**src/core/audio_clk_pkg.sv**
```systemverilog
package audio_clk_pkg;

  // ----------------------------------------------------------------
  // Clock and timing
  // ----------------------------------------------------------------
  localparam int CLK_SYS_MHZ = 250;
  // Silence on frame sync longer than this means the clocks stopped
  localparam int FRAME_TIMEOUT_US = 160;
  localparam int FRAME_TIMEOUT_CYC = FRAME_TIMEOUT_US * CLK_SYS_MHZ;

  // ----------------------------------------------------------------
  // Measurement widths and code tables
  // ----------------------------------------------------------------
  localparam int PERIOD_W = 16;
  localparam int BITCNT_W = 12;
  localparam int RATE_CODES = 9;
  localparam int RATIO_CODES = 13;
  localparam logic [3:0] CODE_INVALID = 4'hF;

  // Frame period window per rate code, in system clocks, +-2 percent around both rates of the pair
  localparam logic [PERIOD_W-1:0] PERIOD_LO [RATE_CODES] = '{
    16'h77A1, 16'h3BD1, 16'h27E0, 16'h1DE8, 16'h13F0, 16'h09F8, 16'h04FC, 16'h027E, 16'h013F};
  localparam logic [PERIOD_W-1:0] PERIOD_HI [RATE_CODES] = '{
    16'h8786, 16'h43C3, 16'h2D2D, 16'h21E1, 16'h1696, 16'h0B4B, 16'h05A5, 16'h02D3, 16'h0169};

  // Bit clocks per frame for each ratio code
  localparam logic [BITCNT_W-1:0] BCLK_RATIO [RATIO_CODES] = '{
    12'h010, 12'h018, 12'h020, 12'h030, 12'h040, 12'h060, 12'h080,
    12'h0C0, 12'h100, 12'h180, 12'h200, 12'h400, 12'h800};

  // Master clock to frame sync ratio per 3-bit code
  localparam logic [11:0] MCLK_RATIO [8] = '{
    12'h040, 12'h100, 12'h180, 12'h200, 12'h300, 12'h400, 12'h600, 12'h900};

  // Fixed master clock frequency per 3-bit code, in kHz
  localparam logic [15:0] MCLK_FREQ_KHZ [8] = '{
    16'h2EE0, 16'h3000, 16'h32C8, 16'h3E80, 16'h4B00, 16'h4CE0, 16'h5DC0, 16'h6000};

  // ----------------------------------------------------------------
  // Register indices (byte address is four times the index)
  // ----------------------------------------------------------------
  localparam logic [7:0] IDX_MON_STATUS = 8'h15;
  localparam logic [7:0] IDX_ROOT_SRC = 8'h16;
  localparam logic [7:0] IDX_MODE_CTRL = 8'h17;
  localparam logic [7:0] IDX_IRQ_STATUS = 8'h18;
  localparam logic [7:0] IDX_IRQ_MASK = 8'h19;

  // ----------------------------------------------------------------
  // Reset values and field positions
  // ----------------------------------------------------------------
  localparam logic [7:0] MON_STATUS_RST = 8'hFF;
  localparam logic [7:0] ROOT_SRC_RST = 8'h10;
  localparam logic [7:0] MODE_CTRL_RST = 8'h20;
  localparam logic [7:0] ROOT_SRC_WMASK = 8'hF8;
  localparam logic [7:0] MODE_CTRL_WMASK = 8'h77;
  localparam int ROOT_SEL_BIT = 7;
  localparam int SPEC_MODE_BIT = 6;
  localparam int RATIO_LSB = 3;
  localparam int MODE_MASTER_BIT = 0;
  localparam int MODE_MANUAL_BIT = 1;
  localparam int MODE_PLL_OFF_BIT = 2;
  localparam int FREQ_LSB = 4;
  localparam int IRQ_W = 2;
  localparam int IRQ_STATUS_CHG = 0;
  localparam int IRQ_CLOCK_LOSS = 1;

endpackage

```
**src/core/monitor_if.sv**
```systemverilog
`timescale 1ns/1ps
interface monitor_if;
  logic [3:0] rate_code;
  logic [3:0] ratio_code;
  logic update;
  logic lost;
  modport meas (output rate_code, output ratio_code, output update, output lost);
  modport ctrl (input rate_code, input ratio_code, input update, input lost);
endinterface

```
**src/core/audio_clock_monitor_and_source_select.sv**
```systemverilog
`timescale 1ns/1ps
module audio_clock_monitor_and_source_select #(
  parameter int TIMEOUT_CYC = audio_clk_pkg::FRAME_TIMEOUT_CYC
) (
  input wire logic clk_sys,
  input wire logic srst,
  // Avalon-MM slave
  input wire logic [7:0] avs_address,
  input wire logic avs_read,
  input wire logic avs_write,
  input wire logic [31:0] avs_writedata,
  input wire logic [3:0] avs_byteenable,
  output logic [31:0] avs_readdata,
  output logic avs_waitrequest,
  // Serial audio port clocks from the far end
  input wire logic bit_clk_pin,
  input wire logic frame_sync_pin,
  // Clock tree controls
  output logic root_from_master_clk,
  output logic root_from_bit_clk,
  output logic pll_enable,
  output logic master_clk_uses_ratio,
  output logic [11:0] master_clk_ratio,
  output logic [15:0] master_clk_freq_khz,
  output logic [3:0] detected_frame_rate_code,
  output logic [3:0] detected_bitclk_frame_ratio_code,
  output logic irq
);
  import audio_clk_pkg::*;

  // ----------------------------------------------------------------
  // Register map
  // ----------------------------------------------------------------
  // One byte per register in bits 7:0, at four times the index.
  //
  // Monitor status (0x15), read only, writes dropped:
  //   7:4 frame rate code, 0..8 valid, 15 no match or no clocks
  //   3:0 bit clocks per frame code, 0..12 valid, 15 invalid
  //   Codes 9..14 and 13..14 are never produced.
  //
  // Root clock source (0x16):
  //   7   slave root, 0 bit clock, 1 master clock
  //   6   master clock spec, 0 fixed table, 1 ratio
  //   5:3 master clock to frame sync ratio code
  //   2:0 reserved, always read as zero
  //
  // Mode control (0x17), local to this block:
  //   0 master mode, 1 manual clocking, 2 PLL off in auto
  //   6:4 fixed master clock frequency code
  //
  // Interrupt status (0x18), write one to clear:
  //   0 a detected code changed, 1 frame sync went quiet
  // Interrupt mask (0x19), same layout, one enables.
  //
  // Unmapped reads return zero; unmapped writes are dropped.
  // Limitation: a rate drifting across a window edge may
  // flip the codes each frame and raise an event each time.

  typedef struct packed {
    logic [7:0] mon_status;
    logic [7:0] root_src;
    logic [7:0] mode_ctrl;
    logic [IRQ_W-1:0] irq_status;
    logic [IRQ_W-1:0] irq_mask;
    logic waitreq;
    logic [31:0] rdata;
    logic irq;
    logic root_mclk;
    logic root_bclk;
    logic pll_en;
    logic use_ratio;
    logic [11:0] mclk_ratio;
    logic [15:0] mclk_freq;
  } regs_t;

  regs_t r_q, r_d;
  monitor_if mon ();

  // ----------------------------------------------------------------
  // Serial clock measurement
  // ----------------------------------------------------------------
  serial_clock_meter #(
    .TIMEOUT_CYC(TIMEOUT_CYC)
  ) u_meter (
    .clk_sys(clk_sys),
    .srst(srst),
    .bit_clk_pin(bit_clk_pin),
    .frame_sync_pin(frame_sync_pin),
    .mon(mon)
  );

  // ----------------------------------------------------------------
  // Address decode helpers
  // ----------------------------------------------------------------
  logic hit_status, hit_root, hit_mode, hit_irq_st, hit_irq_mk;
  logic wr_take, rd_take;
  logic [7:0] wbyte;
  logic [IRQ_W-1:0] irq_set;

  // Byte address is index times four; low two bits must be zero
  assign hit_status = (avs_address == {IDX_MON_STATUS[5:0], 2'b00});
  assign hit_root = (avs_address == {IDX_ROOT_SRC[5:0], 2'b00});
  assign hit_mode = (avs_address == {IDX_MODE_CTRL[5:0], 2'b00});
  assign hit_irq_st = (avs_address == {IDX_IRQ_STATUS[5:0], 2'b00});
  assign hit_irq_mk = (avs_address == {IDX_IRQ_MASK[5:0], 2'b00});
  assign wbyte = avs_writedata[7:0];

  // A request completes at the edge where waitrequest is seen low
  assign wr_take = avs_write & ~r_q.waitreq & avs_byteenable[0];
  assign rd_take = avs_read & r_q.waitreq;

  // Hardware events for the sticky status bits
  always_comb begin
    irq_set = '0;
    irq_set[IRQ_STATUS_CHG] = mon.update;
    irq_set[IRQ_CLOCK_LOSS] = mon.lost;
  end

  // ----------------------------------------------------------------
  // Next-state logic
  // ----------------------------------------------------------------
  logic auto_cfg, slave, pll_off;
  logic [2:0] ratio_sel, freq_sel;

  always_comb begin
    r_d = r_q;
    auto_cfg = ~r_q.mode_ctrl[MODE_MANUAL_BIT];
    slave = ~r_q.mode_ctrl[MODE_MASTER_BIT];
    pll_off = r_q.mode_ctrl[MODE_PLL_OFF_BIT];
    ratio_sel = r_q.root_src[RATIO_LSB +: 3];
    freq_sel = r_q.mode_ctrl[FREQ_LSB +: 3];

    // Status mirror: only the meter changes it, writes are ignored
    r_d.mon_status = {mon.rate_code, mon.ratio_code};

    // One wait state: drop waitrequest for one cycle per request
    if (r_q.waitreq) begin
      if (avs_read || avs_write) begin
        r_d.waitreq = 1'b0;
      end
    end else begin
      r_d.waitreq = 1'b1;
    end

    // Read data are captured when waitrequest drops
    if (rd_take) begin
      if (hit_status) begin
        r_d.rdata = {24'h000000, r_q.mon_status};
      end else if (hit_root) begin
        r_d.rdata = {24'h000000, r_q.root_src & ROOT_SRC_WMASK};
      end else if (hit_mode) begin
        r_d.rdata = {24'h000000, r_q.mode_ctrl};
      end else if (hit_irq_st) begin
        r_d.rdata = {{(32 - IRQ_W){1'b0}}, r_q.irq_status};
      end else if (hit_irq_mk) begin
        r_d.rdata = {{(32 - IRQ_W){1'b0}}, r_q.irq_mask};
      end else begin
        r_d.rdata = 32'h00000000;
      end
    end

    // Writes; unmapped addresses and the status register ignore them
    if (wr_take) begin
      if (hit_root) begin
        r_d.root_src = wbyte & ROOT_SRC_WMASK;
      end else if (hit_mode) begin
        r_d.mode_ctrl = wbyte & MODE_CTRL_WMASK;
      end else if (hit_irq_mk) begin
        r_d.irq_mask = wbyte[IRQ_W-1:0];
      end
    end

    // Write one to clear; an event in the same cycle wins
    if (wr_take && hit_irq_st) begin
      r_d.irq_status = (r_q.irq_status & ~wbyte[IRQ_W-1:0]) | irq_set;
    end else begin
      r_d.irq_status = r_q.irq_status | irq_set;
    end
    r_d.irq = |(r_q.irq_status & r_q.irq_mask);

    // Root clock choice only applies to auto slave mode with the PLL off
    r_d.pll_en = ~(auto_cfg & pll_off);
    r_d.root_mclk = auto_cfg & slave & pll_off & r_q.root_src[ROOT_SEL_BIT];
    r_d.root_bclk = auto_cfg & slave & pll_off & ~r_q.root_src[ROOT_SEL_BIT];

    // Master clock specification for auto master mode and for a master clock root
    r_d.use_ratio = 1'b0;
    r_d.mclk_ratio = 12'h000;
    r_d.mclk_freq = 16'h0000;
    if (auto_cfg && !slave) begin
      if (r_q.root_src[SPEC_MODE_BIT]) begin
        r_d.use_ratio = 1'b1;
        r_d.mclk_ratio = MCLK_RATIO[ratio_sel];
      end else begin
        r_d.mclk_freq = MCLK_FREQ_KHZ[freq_sel];
      end
    end else if (auto_cfg && slave && pll_off && r_q.root_src[ROOT_SEL_BIT]) begin
      r_d.use_ratio = 1'b1;
      r_d.mclk_ratio = MCLK_RATIO[ratio_sel];
    end
  end

  // ----------------------------------------------------------------
  // State register
  // ----------------------------------------------------------------
  always_ff @(posedge clk_sys) begin
    if (srst) begin
      r_q <= '0;
      r_q.mon_status <= MON_STATUS_RST;
      r_q.root_src <= ROOT_SRC_RST;
      r_q.mode_ctrl <= MODE_CTRL_RST;
      r_q.waitreq <= 1'b1;
      r_q.pll_en <= 1'b1;
    end else begin
      r_q <= r_d;
    end
  end

  // ----------------------------------------------------------------
  // Outputs, all straight from the state register
  // ----------------------------------------------------------------
  assign avs_readdata = r_q.rdata;
  assign avs_waitrequest = r_q.waitreq;
  assign root_from_master_clk = r_q.root_mclk;
  assign root_from_bit_clk = r_q.root_bclk;
  assign pll_enable = r_q.pll_en;
  assign master_clk_uses_ratio = r_q.use_ratio;
  assign master_clk_ratio = r_q.mclk_ratio;
  assign master_clk_freq_khz = r_q.mclk_freq;
  assign detected_frame_rate_code = r_q.mon_status[7:4];
  assign detected_bitclk_frame_ratio_code = r_q.mon_status[3:0];
  assign irq = r_q.irq;

endmodule // audio_clock_monitor_and_source_select

```
**src/core/serial_clock_meter.sv**
```systemverilog
`timescale 1ns/1ps
module serial_clock_meter #(
  parameter int TIMEOUT_CYC = audio_clk_pkg::FRAME_TIMEOUT_CYC
) (
  input wire logic clk_sys,
  input wire logic srst,
  input wire logic bit_clk_pin,
  input wire logic frame_sync_pin,
  monitor_if.meas mon
);
  import audio_clk_pkg::*;

  typedef struct packed {
    logic [1:0] bclk_sync;
    logic [1:0] fs_sync;
    logic bclk_prev;
    logic fs_prev;
    logic seen;
    logic [PERIOD_W-1:0] period;
    logic [BITCNT_W-1:0] bits;
    logic [3:0] rate;
    logic [3:0] ratio;
    logic update;
    logic lost;
  } meter_t;

  meter_t s_q, s_d;
  logic [RATE_CODES-1:0] rate_hit;
  logic [RATIO_CODES-1:0] ratio_hit;
  logic [3:0] rate_new, ratio_new;
  logic bclk_edge, fs_edge;

  // ----------------------------------------------------------------
  // Code matching
  // ----------------------------------------------------------------
  for (genvar i = 0; i < RATE_CODES; i++) begin : g_rate
    assign rate_hit[i] = (s_q.period >= PERIOD_LO[i]) && (s_q.period <= PERIOD_HI[i]);
  end
  for (genvar j = 0; j < RATIO_CODES; j++) begin : g_ratio
    assign ratio_hit[j] = (s_q.bits == BCLK_RATIO[j]);
  end

  // Windows do not overlap, so the lowest hit is the only hit
  always_comb begin
    rate_new = CODE_INVALID;
    ratio_new = CODE_INVALID;
    for (int k = RATE_CODES - 1; k >= 0; k--) begin
      if (rate_hit[k]) begin
        rate_new = 4'(k);
      end
    end
    for (int k = RATIO_CODES - 1; k >= 0; k--) begin
      if (ratio_hit[k]) begin
        ratio_new = 4'(k);
      end
    end
  end

  assign bclk_edge = s_q.bclk_sync[1] & ~s_q.bclk_prev;
  assign fs_edge = s_q.fs_sync[1] & ~s_q.fs_prev;

  // ----------------------------------------------------------------
  // Frame-by-frame measurement
  // ----------------------------------------------------------------
  always_comb begin
    s_d = s_q;
    s_d.bclk_sync = {s_q.bclk_sync[0], bit_clk_pin};
    s_d.fs_sync = {s_q.fs_sync[0], frame_sync_pin};
    s_d.bclk_prev = s_q.bclk_sync[1];
    s_d.fs_prev = s_q.fs_sync[1];
    s_d.update = 1'b0;
    s_d.lost = 1'b0;
    // Counters saturate so a slow clock reads as a miss, not a wrap
    if (s_q.period != '1) begin
      s_d.period = s_q.period + PERIOD_W'(1);
    end
    if (bclk_edge && s_q.bits != '1) begin
      s_d.bits = s_q.bits + BITCNT_W'(1);
    end
    if (fs_edge) begin
      s_d.period = PERIOD_W'(1);
      s_d.bits = bclk_edge ? BITCNT_W'(1) : '0;
      s_d.seen = 1'b1;
      // First edge after silence only opens a measurement
      if (s_q.seen) begin
        s_d.rate = rate_new;
        s_d.ratio = ratio_new;
        s_d.update = (rate_new != s_q.rate) || (ratio_new != s_q.ratio);
      end
    end else if (s_q.seen && s_q.period >= PERIOD_W'(TIMEOUT_CYC)) begin
      s_d.seen = 1'b0;
      s_d.rate = CODE_INVALID;
      s_d.ratio = CODE_INVALID;
      s_d.update = (s_q.rate != CODE_INVALID) || (s_q.ratio != CODE_INVALID);
      s_d.lost = 1'b1;
    end
  end

  always_ff @(posedge clk_sys) begin
    if (srst) begin
      s_q <= '0;
      s_q.rate <= CODE_INVALID;
      s_q.ratio <= CODE_INVALID;
    end else begin
      s_q <= s_d;
    end
  end

  assign mon.rate_code = s_q.rate;
  assign mon.ratio_code = s_q.ratio;
  assign mon.update = s_q.update;
  assign mon.lost = s_q.lost;

endmodule // serial_clock_meter

```
**config.mk**
```make
export PLATFORM = sky130hd
export DESIGN_NAME = audio_clock_monitor_and_source_select
export DESIGN_NICKNAME = d
export VERILOG_FILES = /design/src/core/audio_clk_pkg.sv /design/src/core/monitor_if.sv /design/src/core/audio_clock_monitor_and_source_select.sv /design/src/core/serial_clock_meter.sv
export SDC_FILE = /design/constraint.sdc
export NUM_CORES = 1
export LEC_CHECK = 0
export ABC_AREA = 1
export BUFFER_PORTS_ARGS = -buffer_cell sky130_fd_sc_hd__buf_2
export CORE_MARGIN = 4
export CORE_UTILIZATION = 55
export CTS_CLUSTER_SIZE = 25
export DETAILED_ROUTE_END_ITERATION = 8
export HOLD_SLACK_MARGIN = 0.12
export PLACE_DENSITY = 0.8
export SYNTH_ARGS = -nofsm -noshare
export SYNTH_HDL_FRONTEND = slang
export SYNTH_SLANG_ARGS = --single-unit
```
**constraint.sdc**
```tcl
create_clock -name clk_sys -period 2.1 [get_ports clk_sys]
set_clock_uncertainty 0.05 [all_clocks]
set_input_delay 0.42 -clock clk_sys [delete_from_list [all_inputs] [get_ports clk_sys]]
set_output_delay 0.42 -clock clk_sys [all_outputs]
set_load 0.1 [all_outputs]
```
==> results of run 1 <==
==> worst max-delay path: stages, from the launching register on <==
cell and delay [ns]:
dfxtp_1 0.34, inv_1 0.10, ha_1 0.24, nand3_4 0.15
nor2_4 0.13, o211ai_1 0.13, and2_1 0.21, nand4_1 0.07
nand2_1 0.07, inv_1 0.05, nand3_1 0.07, nor2_1 0.10
nand3_1 0.08, nand2_1 0.06, nand2_1 0.04
==> state kept, by name (all words and copies together) (netlist names), 4 cells and up <==
| name | cells |
|---|---|
| r_q | 11 |
| detected_frame_rate_code | 4 |
| u_meter.mon.ratio_code | 4 |
| avs_readdata | 8 |
| u_meter.mon.rate_code | 4 |
| u_meter.s_q | 31 |
| master_clk_ratio | 6 |
| master_clk_freq_khz | 11 |
| detected_bitclk_frame_ratio_code | 4 |
| u_meter.s_d | 4 |
==> layout make-up <==
| type | instances | area [um2] |
|---|---|---|
| Fill cell | 897 | 3790 |
| Clock inverter | 7 | 91.3 |
| Inverter | 120 | 455 |
| Sequential cell | 99 | 2010 |
| Tap cell | 136 | 170 |
| Multi-Input combinational cell | 578 | 3060 |
| Clock buffer | 9 | 124 |
| Timing Repair Buffer | 102 | 613 |
==> synthesized netlist by cell type (4+ instances only) <==
master / number
nand2_1: 150
inv_1: 106
dfxtp_1: 99
nor2_1: 94
buf_4: 70
o21ai_0: 49
a21oi_1: 48
nand3_1: 45
nor3_1: 31
nand4_1: 17
ha_1: 16
inv_2: 14
nand2_2: 10
xor2_1: 9
nor2_2: 8
a31oi_1: 7
clkbuf_1: 7
o211ai_1: 7
nor2_4: 6
nor3_2: 6
a211oi_1: 5
nor4_1: 5
o22ai_1: 4
or2_2: 4
==> layer usage <==
metal	GRT usage	routed length [um]	up-vias
met5	0	0	-
met4	0.0739	309	0
met3	0.0393	938	33
met2	0.363	6720	224
met1	0.265	5960	2488
li1	-	-	2772
==> worst min-delay path by stage <==
| stage | endpoint | cells after the start |
|---|---|---|
| 2_1_floorplan | u_meter.s_d[39]$_SDFF_PP0_ | 2 |
| 3_3_place_gp | u_meter.s_d[40]$_SDFF_PP0_ | 2 |
| 3_5_place_dp | u_meter.s_d[39]$_SDFF_PP0_ | 2 |
| 4_1_cts | u_meter.s_d[44]$_SDFF_PP0_ | 3 |
| 5_1_grt | u_meter.s_d[44]$_SDFF_PP0_ | 3 |
| 6_report | u_meter.s_d[44]$_SDFF_PP0_ | 3 |
==> cells by family (layout without fill, tap and decap cells) <==
kind of cell	count (synthesis)	in the layout	share of synthesized area
buffers and inverters	202	238	0.178
AOI/OAI and AO/OA	133	133	0.128
xor gates and xnor gates	9	9	0.0136
adders and majority gates	16	16	0.0344
other	1	35	0.000645
DFF	99	99	0.341
and+or+nand+nor	385	385	0.305
==> through the flow <==
step | util | TNS (ns) | power, mW | instances | setup slack [ns]
after floorplan | - | 0 | 2.51 | 879 | 0.233
after global placement | 0.588 | 0 | 2.54 | 1026 | 0.0221
after detailed placement | 0.588 | -0.0119 | 2.54 | 1026 | -0.0119
after CTS | 0.610 | 0 | 3.80 | 1042 | 0.00672
after global routing | 0.632 | -0.116 | 3.93 | 1051 | -0.116
final | 0.632 | 0 | 3.80 | 1051 | 0.0978
==> power by group <==
| part | internal [mW] | total, mW | switching (mW) |
|---|---|---|---|
| Sequential | 1.90 | 1.92 | 0.0206 |
| Combinational | 0.102 | 0.609 | 0.507 |
| Clock | 0.490 | 1.27 | 0.783 |
| Total | 2.49 | 3.80 | 1.31 |
==> repair_timing <==
| item | in CTS | in global routing |
|---|---|---|
| setup endpoints to repair | 1 | 5 |
| hold buffers | 0 | 0 |
| resized for setup | 3 | 56 |
| pin swaps | 0 | 13 |
| buffers inserted | 0 | 9 |
==> flow_metrics.py, run 1 <==
metrics = {
    "global_route": {
        "grt_antenna_before_repair": 0,
        "grt_remaining_overflow": 0,
        "grt_pass1_vias": 4921,
        "grt_usage": 0.211,
        "grt_max_degree": 22,
        "grt_pass1_wl_mm": 22.2,
    },
    "die": {
        "io_pins": 124,
        "core_um2": 10300,
        "rows": 37,
        "die_area_um2": 12300,
        "die_h_um": 111,
        "initial_core_util": 0.563,
        "fp.dieW_um": 111,
    },
    "timing": {
        "clock.fmax_ghz": 0.499,
        "setup_viol_count_final": 0,
        "rsz0062_at_grt": "yes",
        "drv_slew": 0,
        "min_period_over_period": 0.953,
        "final.min_clock_period_ns": 2.00,
        "worstMarginPinSlew_ns": 0.513,
        "timing.hold.ws_ns": 0.188,
        "hold_viol_final": 0,
        "relSlewSlack": 0.654,
    },
    "routing": {
        "drt-total-wl_mm": 13.9,
        "first_pass_iters": 5,
        "via_per_inst": 5.25,
        "drtAntennaViolNets": 0,
        "via_count": 5517,
        "route.detailed.wl_per_inst_um": 13.3,
        "drc": 0,
        "drtIter0Drc": 546,
    },
    "logic_synthesis": {
        "async_flop_share": 0,
        "yosys-top-cells-area": "dfxtp_1 34%, nand2_1 9.7%, buf_4 9.0%",
        "synth-seq-area-share": 0.341,
        "yosysWarnings": 0,
        "synth_ff_type": "dfxtp_1",
        "syn_avg_cell_area_um2": 6.88,
        "synthCells": 845,
        "synth_enable_flop_cells": 0,
        "synth_cell_type_count": 40,
        "syn_area_um2": 5810,
        "yosysTopAreaCellShare": 0.341,
        "ys_ff_latch": 99,
        "synth_area_leader_cell": "dfxtp_1",
    },
    "cts": {
        "clk-insertion-delay-late_ns": 0.37,
        "cts_tree": "yes",
        "cts_buffers": 9,
        "clk_path_buf_depth": 2,
        "cts_sinks": 99,
        "clkTransAtPathRegs_ns": 0.12,
        "clock-root-buffer": "clkbuf_8",
        "h-tree-depth": 3,
    },
    "layout": {
        "layout.nets": 976,
        "final_cell_mix": "145 x nand2_1, 102 x inv_1, 86 x dfxtp_1",
        "stdcell_area_um2": 6530,
        "diodes": 0,
        "final_common_cell": "nand2_1",
        "area_growth_pct": 12.3,
        "final_layout_size_suffix_gt1_frac": 0.226,
    },
    "setup_path": {
        "critPathMaxFanout": 5,
        "critPathArrivalTime_ns": 2.22,
        "worstPathRequired_ns": 2.32,
        "critPathLaunch": "u_meter.s_q[10]$_SDFFE_PP0P_",
        "path_class": "flip-flop to flip-flop",
        "rr_startpoint": "u_meter.s_q[10]$_SDFFE_PP0P_",
        "crit_end": "u_meter.mon.update$_SDFF_PP0_",
        "cp-end-kind": "flip-flop",
        "r2r_cells": 14,
        "r2r-end": "u_meter.mon.update$_SDFF_PP0_",
        "r2r_slack_ns": 0.1,
        "crit_path_start_kind": "flip-flop",
    },
    "pwr": {
        "p_leak_nw": 3.17,
        "peakVddDrop_mv": 0.439,
        "power.density_cell_area_nw_per_um2": 582,
    },
    "run": {
        "drv_cap": 0,
    },
    "outcome": {
        "status": "finished clean",
    },
    "placement": {
        "post_dp_cell_area_um2": 6070,
        "gp_congestion": 1.01,
        "port_buffers": 61,
        "dp_hpwl_mm": 10.4,
    },
    "min_path": {
        "hp-class": "input port to flip-flop",
        "min_from": "bit_clk_pin",
    },
}
(Power assumes the default switching activity.)
==> inputs of run 2 (changes only) <==
--- a/config.mk
+++ b/config.mk
@@ -5,14 +5,13 @@
 export SDC_FILE = /design/constraint.sdc
 export NUM_CORES = 1
 export LEC_CHECK = 0
-export ABC_AREA = 1
 export BUFFER_PORTS_ARGS = -buffer_cell sky130_fd_sc_hd__buf_2
 export CORE_MARGIN = 4
 export CORE_UTILIZATION = 55
 export CTS_CLUSTER_SIZE = 25
 export DETAILED_ROUTE_END_ITERATION = 8
 export HOLD_SLACK_MARGIN = 0.12
-export PLACE_DENSITY = 0.8
+export PLACE_DENSITY = 0.81
 export SYNTH_ARGS = -nofsm -noshare
 export SYNTH_HDL_FRONTEND = slang
 export SYNTH_SLANG_ARGS = --single-unit
==> run 2 against run 1 <==
Effect of this change: the run now ends with negative setup slack left; maximum frequency down 19%; design area is 7.0% higher; worst setup slack got worse by 0.48 ns; non-clock buffer count increased by 87.
==> flow_metrics.py, run 2 <==
metrics = {
    "outcome": {
        "status": "finished, violations left",
        "violations": "negative setup slack",
    },
    "routing": {
        "first_pass_iters": 5,
        "drtAntennaViolNets": 0,
        "drtIter0Drc": 444,
        "via_count": 5328,
        "route.detailed.wl_per_inst_um": 15.7,
        "via_per_inst": 5.61,
        "drt-total-wl_mm": 14.9,
        "drc": 0,
    },
    "min_path": {
        "hp-class": "input port to flip-flop",
        "min_from": "frame_sync_pin",
        "whs_endpoint": "u_meter.s_d[42]$_SDFF_PP0_",
        "min_delay_path_depth": 2,
    },
    "cts": {
        "cts_buffers": 9,
        "h-tree-depth": 3,
        "cts_tree": "yes",
        "clk-insertion-delay-late_ns": 0.38,
        "clock-root-buffer": "clkbuf_8",
        "clk_path_buf_depth": 2,
        "cts_sinks": 99,
        "clkTransAtPathRegs_ns": 0.10,
    },
    "timing": {
        "worstMarginPinSlew_ns": 0.508,
        "setup_viol_count_final": 6,
        "finalSetupTns_ns": -0.859,
        "drv_slew": 0,
        "final.min_clock_period_ns": 2.49,
        "finalWorstSetupSlack_ns": -0.386,
        "clock.fmax_ghz": 0.402,
        "min_period_over_period": 1.18,
        "relSlewSlack": 0.661,
        "rsz0062_at_grt": "yes",
        "hold_viol_final": 0,
    },
    "logic_synthesis": {
        "synthCells": 685,
        "async_flop_share": 0,
        "synth_area_leader_cell": "dfxtp_1",
        "syn_avg_cell_area_um2": 8.19,
        "synth-seq-area-share": 0.353,
        "synth_ff_type": "dfxtp_1",
        "synth_enable_flop_cells": 0,
        "yosysTopAreaCellShare": 0.353,
        "syn_area_um2": 5610,
        "synthTopCellsByCount": "99 x dfxtp_1, 87 x nor2_1, 68 x buf_4, 44 x nand2_1, 33 x a21oi_1",
        "yosys-top-cells-area": "dfxtp_1 35%, buf_4 9.1%, nor2_1 5.8%",
        "ys_ff_latch": 99,
        "synth_cell_type_count": 74,
        "yosys.cell_count.top_type": "dfxtp_1",
        "yosysWarnings": 0,
    },
    "setup_path": {
        "rr_startpoint": "u_meter.s_q[22]$_SDFFE_PP0P_",
        "critPathMaxFanout": 4,
        "r2r_cells": 9,
        "worstPathRequired_ns": 2.36,
        "path_class": "flip-flop to flip-flop",
        "r2r_slack_ns": -0.39,
        "r2r-end": "u_meter.mon.update$_SDFF_PP0_",
        "crit_path_start_kind": "flip-flop",
        "cp-end-kind": "flip-flop",
        "critPathArrivalTime_ns": 2.75,
    },
    "placement": {
        "post_dp_cell_area_um2": 6450,
        "port_buffers": 61,
        "dp_hpwl_mm": 10.9,
        "gp_congestion": 0.954,
        "place_ws_ns": -0.381,
    },
    "die": {
        "die_area_um2": 11900,
        "core_um2": 9860,
        "initial_core_util": 0.569,
        "die_h_um": 109,
        "fp.dieW_um": 109,
        "rows": 36,
        "io_pins": 124,
    },
    "layout": {
        "stdcell_area_um2": 6980,
        "area_growth_pct": 24.4,
        "seqCellArea_um2": 2000,
        "diodes": 0,
        "multi_input_area_um2": 3230,
        "fillers": 728,
        "final_common_cell": "buf_4",
        "layout.nets": 878,
        "largest_register_ffs": 31,
        "post-route-util": 0.708,
        "final_layout_size_suffix_gt1_frac": 0.333,
        "largest_register": "u_meter.s_q",
        "final_cell_mix": "120 x buf_4, 91 x dfxtp_1, 84 x nor2_1",
    },
    "global_route": {
        "grt.met2_usage": 0.429,
        "grt_usage": 0.250,
        "grt_pass1_wl_mm": 23.6,
        "grtUsageMet1": 0.321,
        "top_usage_layer": "met2",
        "grt_pass1_vias": 4944,
        "met3_usage": 0.0290,
        "grt_max_degree": 39,
        "grt_remaining_overflow": 0,
        "grt_antenna_before_repair": 0,
    },
    "run": {
        "drv_cap": 0,
    },
    "pwr": {
        "peakVddDrop_mv": 0.343,
        "power.density_cell_area_nw_per_um2": 547,
        "p_leak_nw": 2.96,
    },
}
==> run 2: worst max path at each step <==
stage          slack (ns)                    startpoint                            end
2_1_floorplan       -0.27  u_meter.s_q[23]$_SDFFE_PP0P_  u_meter.mon.update$_SDFF_PP0_
3_3_place_gp        -0.32  u_meter.s_q[23]$_SDFFE_PP0P_  u_meter.mon.update$_SDFF_PP0_
3_5_place_dp        -0.38  u_meter.s_q[22]$_SDFFE_PP0P_  u_meter.mon.update$_SDFF_PP0_
4_1_cts             -0.37  u_meter.s_q[23]$_SDFFE_PP0P_  u_meter.mon.update$_SDFF_PP0_
5_1_grt             -0.53  u_meter.s_q[22]$_SDFFE_PP0P_  u_meter.mon.update$_SDFF_PP0_
6_report            -0.39  u_meter.s_q[22]$_SDFFE_PP0P_  u_meter.mon.update$_SDFF_PP0_
==> run 2: cell type report <==
class / instances / area share
clock buffers: 10 / 0.0197
repair buffers: 189 / 0.186
well taps: 133 / 0.0238
inverters: 22 / 0.0125
clock inverters: 6 / 0.00985
multi-input cells: 491 / 0.463
flip-flops and latches: 99 / 0.286
==> run 2: cell families after synthesis <==
kind of cell,Yosys count,share of synthesized area
fa+ha+maj,16,0.0357
flops,99,0.353
simple gates,272,0.253
mux,14,0.0254
buf+inv,129,0.136
xor+xnor,25,0.0390
other cells,1,0.000668
compound gates,129,0.158
==> run 2: layer usage <==
layer,routed length (um),vias to the layer above
met1,6300,2497
met3,1050,33
met5,0,-
met4,304,0
met2,7210,243
li1,-,2555
==> run 2: critical path, stage by stage (launching register included) <==
cell	delay, ns
dfxtp_4	0.39
inv_4	0.07
ha_4	0.13
or4b_4	0.50
a2111oi_2	0.37
a211oi_2	0.13
nor4b_2	0.33
a211oi_1	0.09
a21o_1	0.17
a31oi_1	0.17
==> run 2: power breakdown <==
part	internal (mW)	leakage (nW)	switching (mW)
clock	0.500	0.101	0.762
combinational	0.131	2.05	0.507
sequential	1.90	0.806	0.0165
==> run 2: stage by stage <==
step	hold WS [ns]	std cells	power, mW
after floorplan	0.363	719	2.51
after global placement	0.369	923	2.55
after detailed placement	0.376	923	2.56
after CTS	0.187	947	3.82
after global routing	0.227	950	3.93
final	0.198	950	3.82
==> run 2: repair_timing <==
action                     CTS  global route
pin swaps                   25            12
setup endpoints to repair   19            26
gates resized for setup     33            22
hold buffers                 0             0
setup buffers                8             5
==> inputs of run 3 (changes only) <==
==> constraint.sdc (replaced) <==
create_clock -name clk_sys -period 2.5 [get_ports clk_sys]
set_clock_uncertainty 0.05 [all_clocks]
set_input_delay 0.5 -clock clk_sys [delete_from_list [all_inputs] [get_ports clk_sys]]
set_output_delay 0.5 -clock clk_sys [all_outputs]
set_load 0.1 [all_outputs]
==> run 3 against run 2 <==
Effect of this change: the flow still finishes with violations (negative setup slack); sequential cell count unchanged; clock-buffer cell count is 1 lower; critical path depth is the same; via count fell by 6.1%; sequential share of layout area up 3.3 points; wire length is 13% lower; global-route usage fell by 3.0 points; clock power fell by 17%; combinational power is 22% lower; die area is the same; first-iteration DRC count increased by 16%; maximum frequency is 3.1% lower; largest cell class unchanged; highest routed layer unchanged.
==> flow_metrics.py, run 3 (synthesized netlist as in run 2, its figures left out) <==
metrics = {
    "routing": {
        "drtAntennaViolNets": 0,
        "first_pass_iters": 5,
        "route.detailed.wl_per_inst_um": 14.7,
        "drt-total-wl_mm": 12.9,
        "drtIter0Drc": 513,
        "drc": 0,
        "via_count": 5003,
        "via_per_inst": 5.70,
    },
    "global_route": {
        "grt_max_degree": 28,
        "grt_remaining_overflow": 0,
        "grt_pass1_vias": 4665,
        "grt_pass1_wl_mm": 21.2,
        "grt_antenna_before_repair": 0,
        "grt_usage": 0.219,
    },
    "die": {
        "fp.dieW_um": 109,
        "rows": 36,
        "io_pins": 124,
        "die_area_um2": 11900,
        "die_h_um": 109,
        "initial_core_util": 0.569,
        "core_um2": 9860,
    },
    "placement": {
        "gp_congestion": 0.926,
        "dp_hpwl_mm": 9.83,
        "dp.cells": 859,
        "port_buffers": 61,
    },
    "outcome": {
        "status": "finished, violations left",
        "violations": "negative setup slack",
    },
    "timing": {
        "final.min_clock_period_ns": 2.56,
        "rsz0062_at_grt": "yes",
        "hold_viol_final": 0,
        "worstMarginPinSlew_ns": 0.607,
        "finalWorstSetupSlack_ns": -0.0639,
        "min_period_over_period": 1.03,
        "clock.fmax_ghz": 0.390,
        "setup_viol_count_final": 1,
        "drv_slew": 0,
        "relSlewSlack": 0.595,
    },
    "layout": {
        "largest_register_ffs": 31,
        "final_layout_size_suffix_gt1_frac": 0.224,
        "final_common_cell": "dfxtp_1",
        "largest_register": "u_meter.s_q",
        "layout.nets": 805,
        "final_cell_mix": "97 x dfxtp_1, 86 x nor2_1, 61 x buf_2",
        "area_growth_pct": 11.1,
        "diodes": 0,
        "post-route-util": 0.632,
        "layoutNonFillerInstCount": 877,
    },
    "setup_path": {
        "crit_path_start_kind": "flip-flop",
        "critPathArrivalTime_ns": 2.77,
        "worstPathRequired_ns": 2.71,
        "path_class": "flip-flop to flip-flop",
        "critPathMaxFanout": 4,
        "cp-end-kind": "flip-flop",
    },
    "pwr": {
        "power.density_cell_area_nw_per_um2": 505,
        "peakVddDrop_mv": 0.253,
        "p_leak_nw": 2.56,
    },
    "cts": {
        "cts_tree": "yes",
        "clkTransAtPathRegs_ns": 0.10,
        "cts_buffers": 9,
        "clk-insertion-delay-late_ns": 0.37,
        "cts_sinks": 99,
        "clk_path_buf_depth": 2,
        "clock-root-buffer": "clkbuf_8",
        "hold_buffers": 0,
        "h-tree-depth": 3,
    },
    "min_path": {
        "hp-class": "input port to flip-flop",
    },
    "run": {
        "drv_cap": 0,
    },
}
-- run 3: where the power goes --
group | switching [mW] | total [mW] | internal [mW]
Clock | 0.635 | 1.04 | 0.406
Sequential | 0.0114 | 1.61 | 1.60
Combinational | 0.410 | 0.500 | 0.0902
-- run 3: stage by stage --
step	area, um2	power [mW]	hold WS (ns)	TNS [ns]	setup slack [ns]
CTS	6160	3.17	0.274	-0.0286	-0.0286
finish	6230	3.15	0.286	-0.0639	-0.0639
global route	6230	3.28	0.271	-0.208	-0.165
global placement	5940	2.13	0.373	0	0.00607
detailed placement	5940	2.14	0.382	-0.0459	-0.0459
floorplan	5750	2.11	0.363	0	0.0177
-- run 3: final cells by class --
class | count | area [um2]
flip-flops and latches | 99 | 1990
clock inverters | 7 | 88.8
repair buffers | 116 | 726
multi-input cells | 491 | 3060
well taps | 133 | 166
inverters | 22 | 82.6
fillers | 846 | 3630
clock buffers | 9 | 124
-- run 3: timing repair --
action / 4_1_cts / 5_1_grt
setup endpoints to repair: 1 / 5
buffers inserted: 0 / 2
pin swaps: 0 / 8
gates resized for setup: 1 / 13
hold endpoints to repair: 0 / 0
-- run 3: final timing paths --
path / slack [ns] / end / cells past startpoint / from
min reg2reg: 0.40 / u_meter.s_d[39]$_SDFF_PP0_ / 1 / u_meter.s_d[42]$_SDFF_PP0_
min: 0.29 / avs_waitrequest$_SDFF_PP1_ / 2 / avs_read
max reg2reg: -0.06 / u_meter.mon.update$_SDFF_PP0_ / 9 / u_meter.s_q[22]$_SDFFE_PP0P_
max: -0.06 / u_meter.mon.update$_SDFF_PP0_ / 9 / u_meter.s_q[22]$_SDFFE_PP0P_
-- run 3: critical path, cell delays in order, from the launching register on --
cell and delay [ns]:
dfxtp_4 0.37, buf_6 0.11, or4_1 0.51, or4_1 0.41
and3_4 0.21, o22ai_4 0.21, nor3_4 0.06, xor2_1 0.15
nor4_1 0.26, a31oi_1 0.11
-- run 3: per-layer routing --
metal	up-vias	GRT usage	part of all wire
met3	42	0.0397	0.080
li1	2406	-	-
met2	227	0.361	0.47
met4	0	0.0929	0.032
met1	2328	0.282	0.42
met5	-	0	0
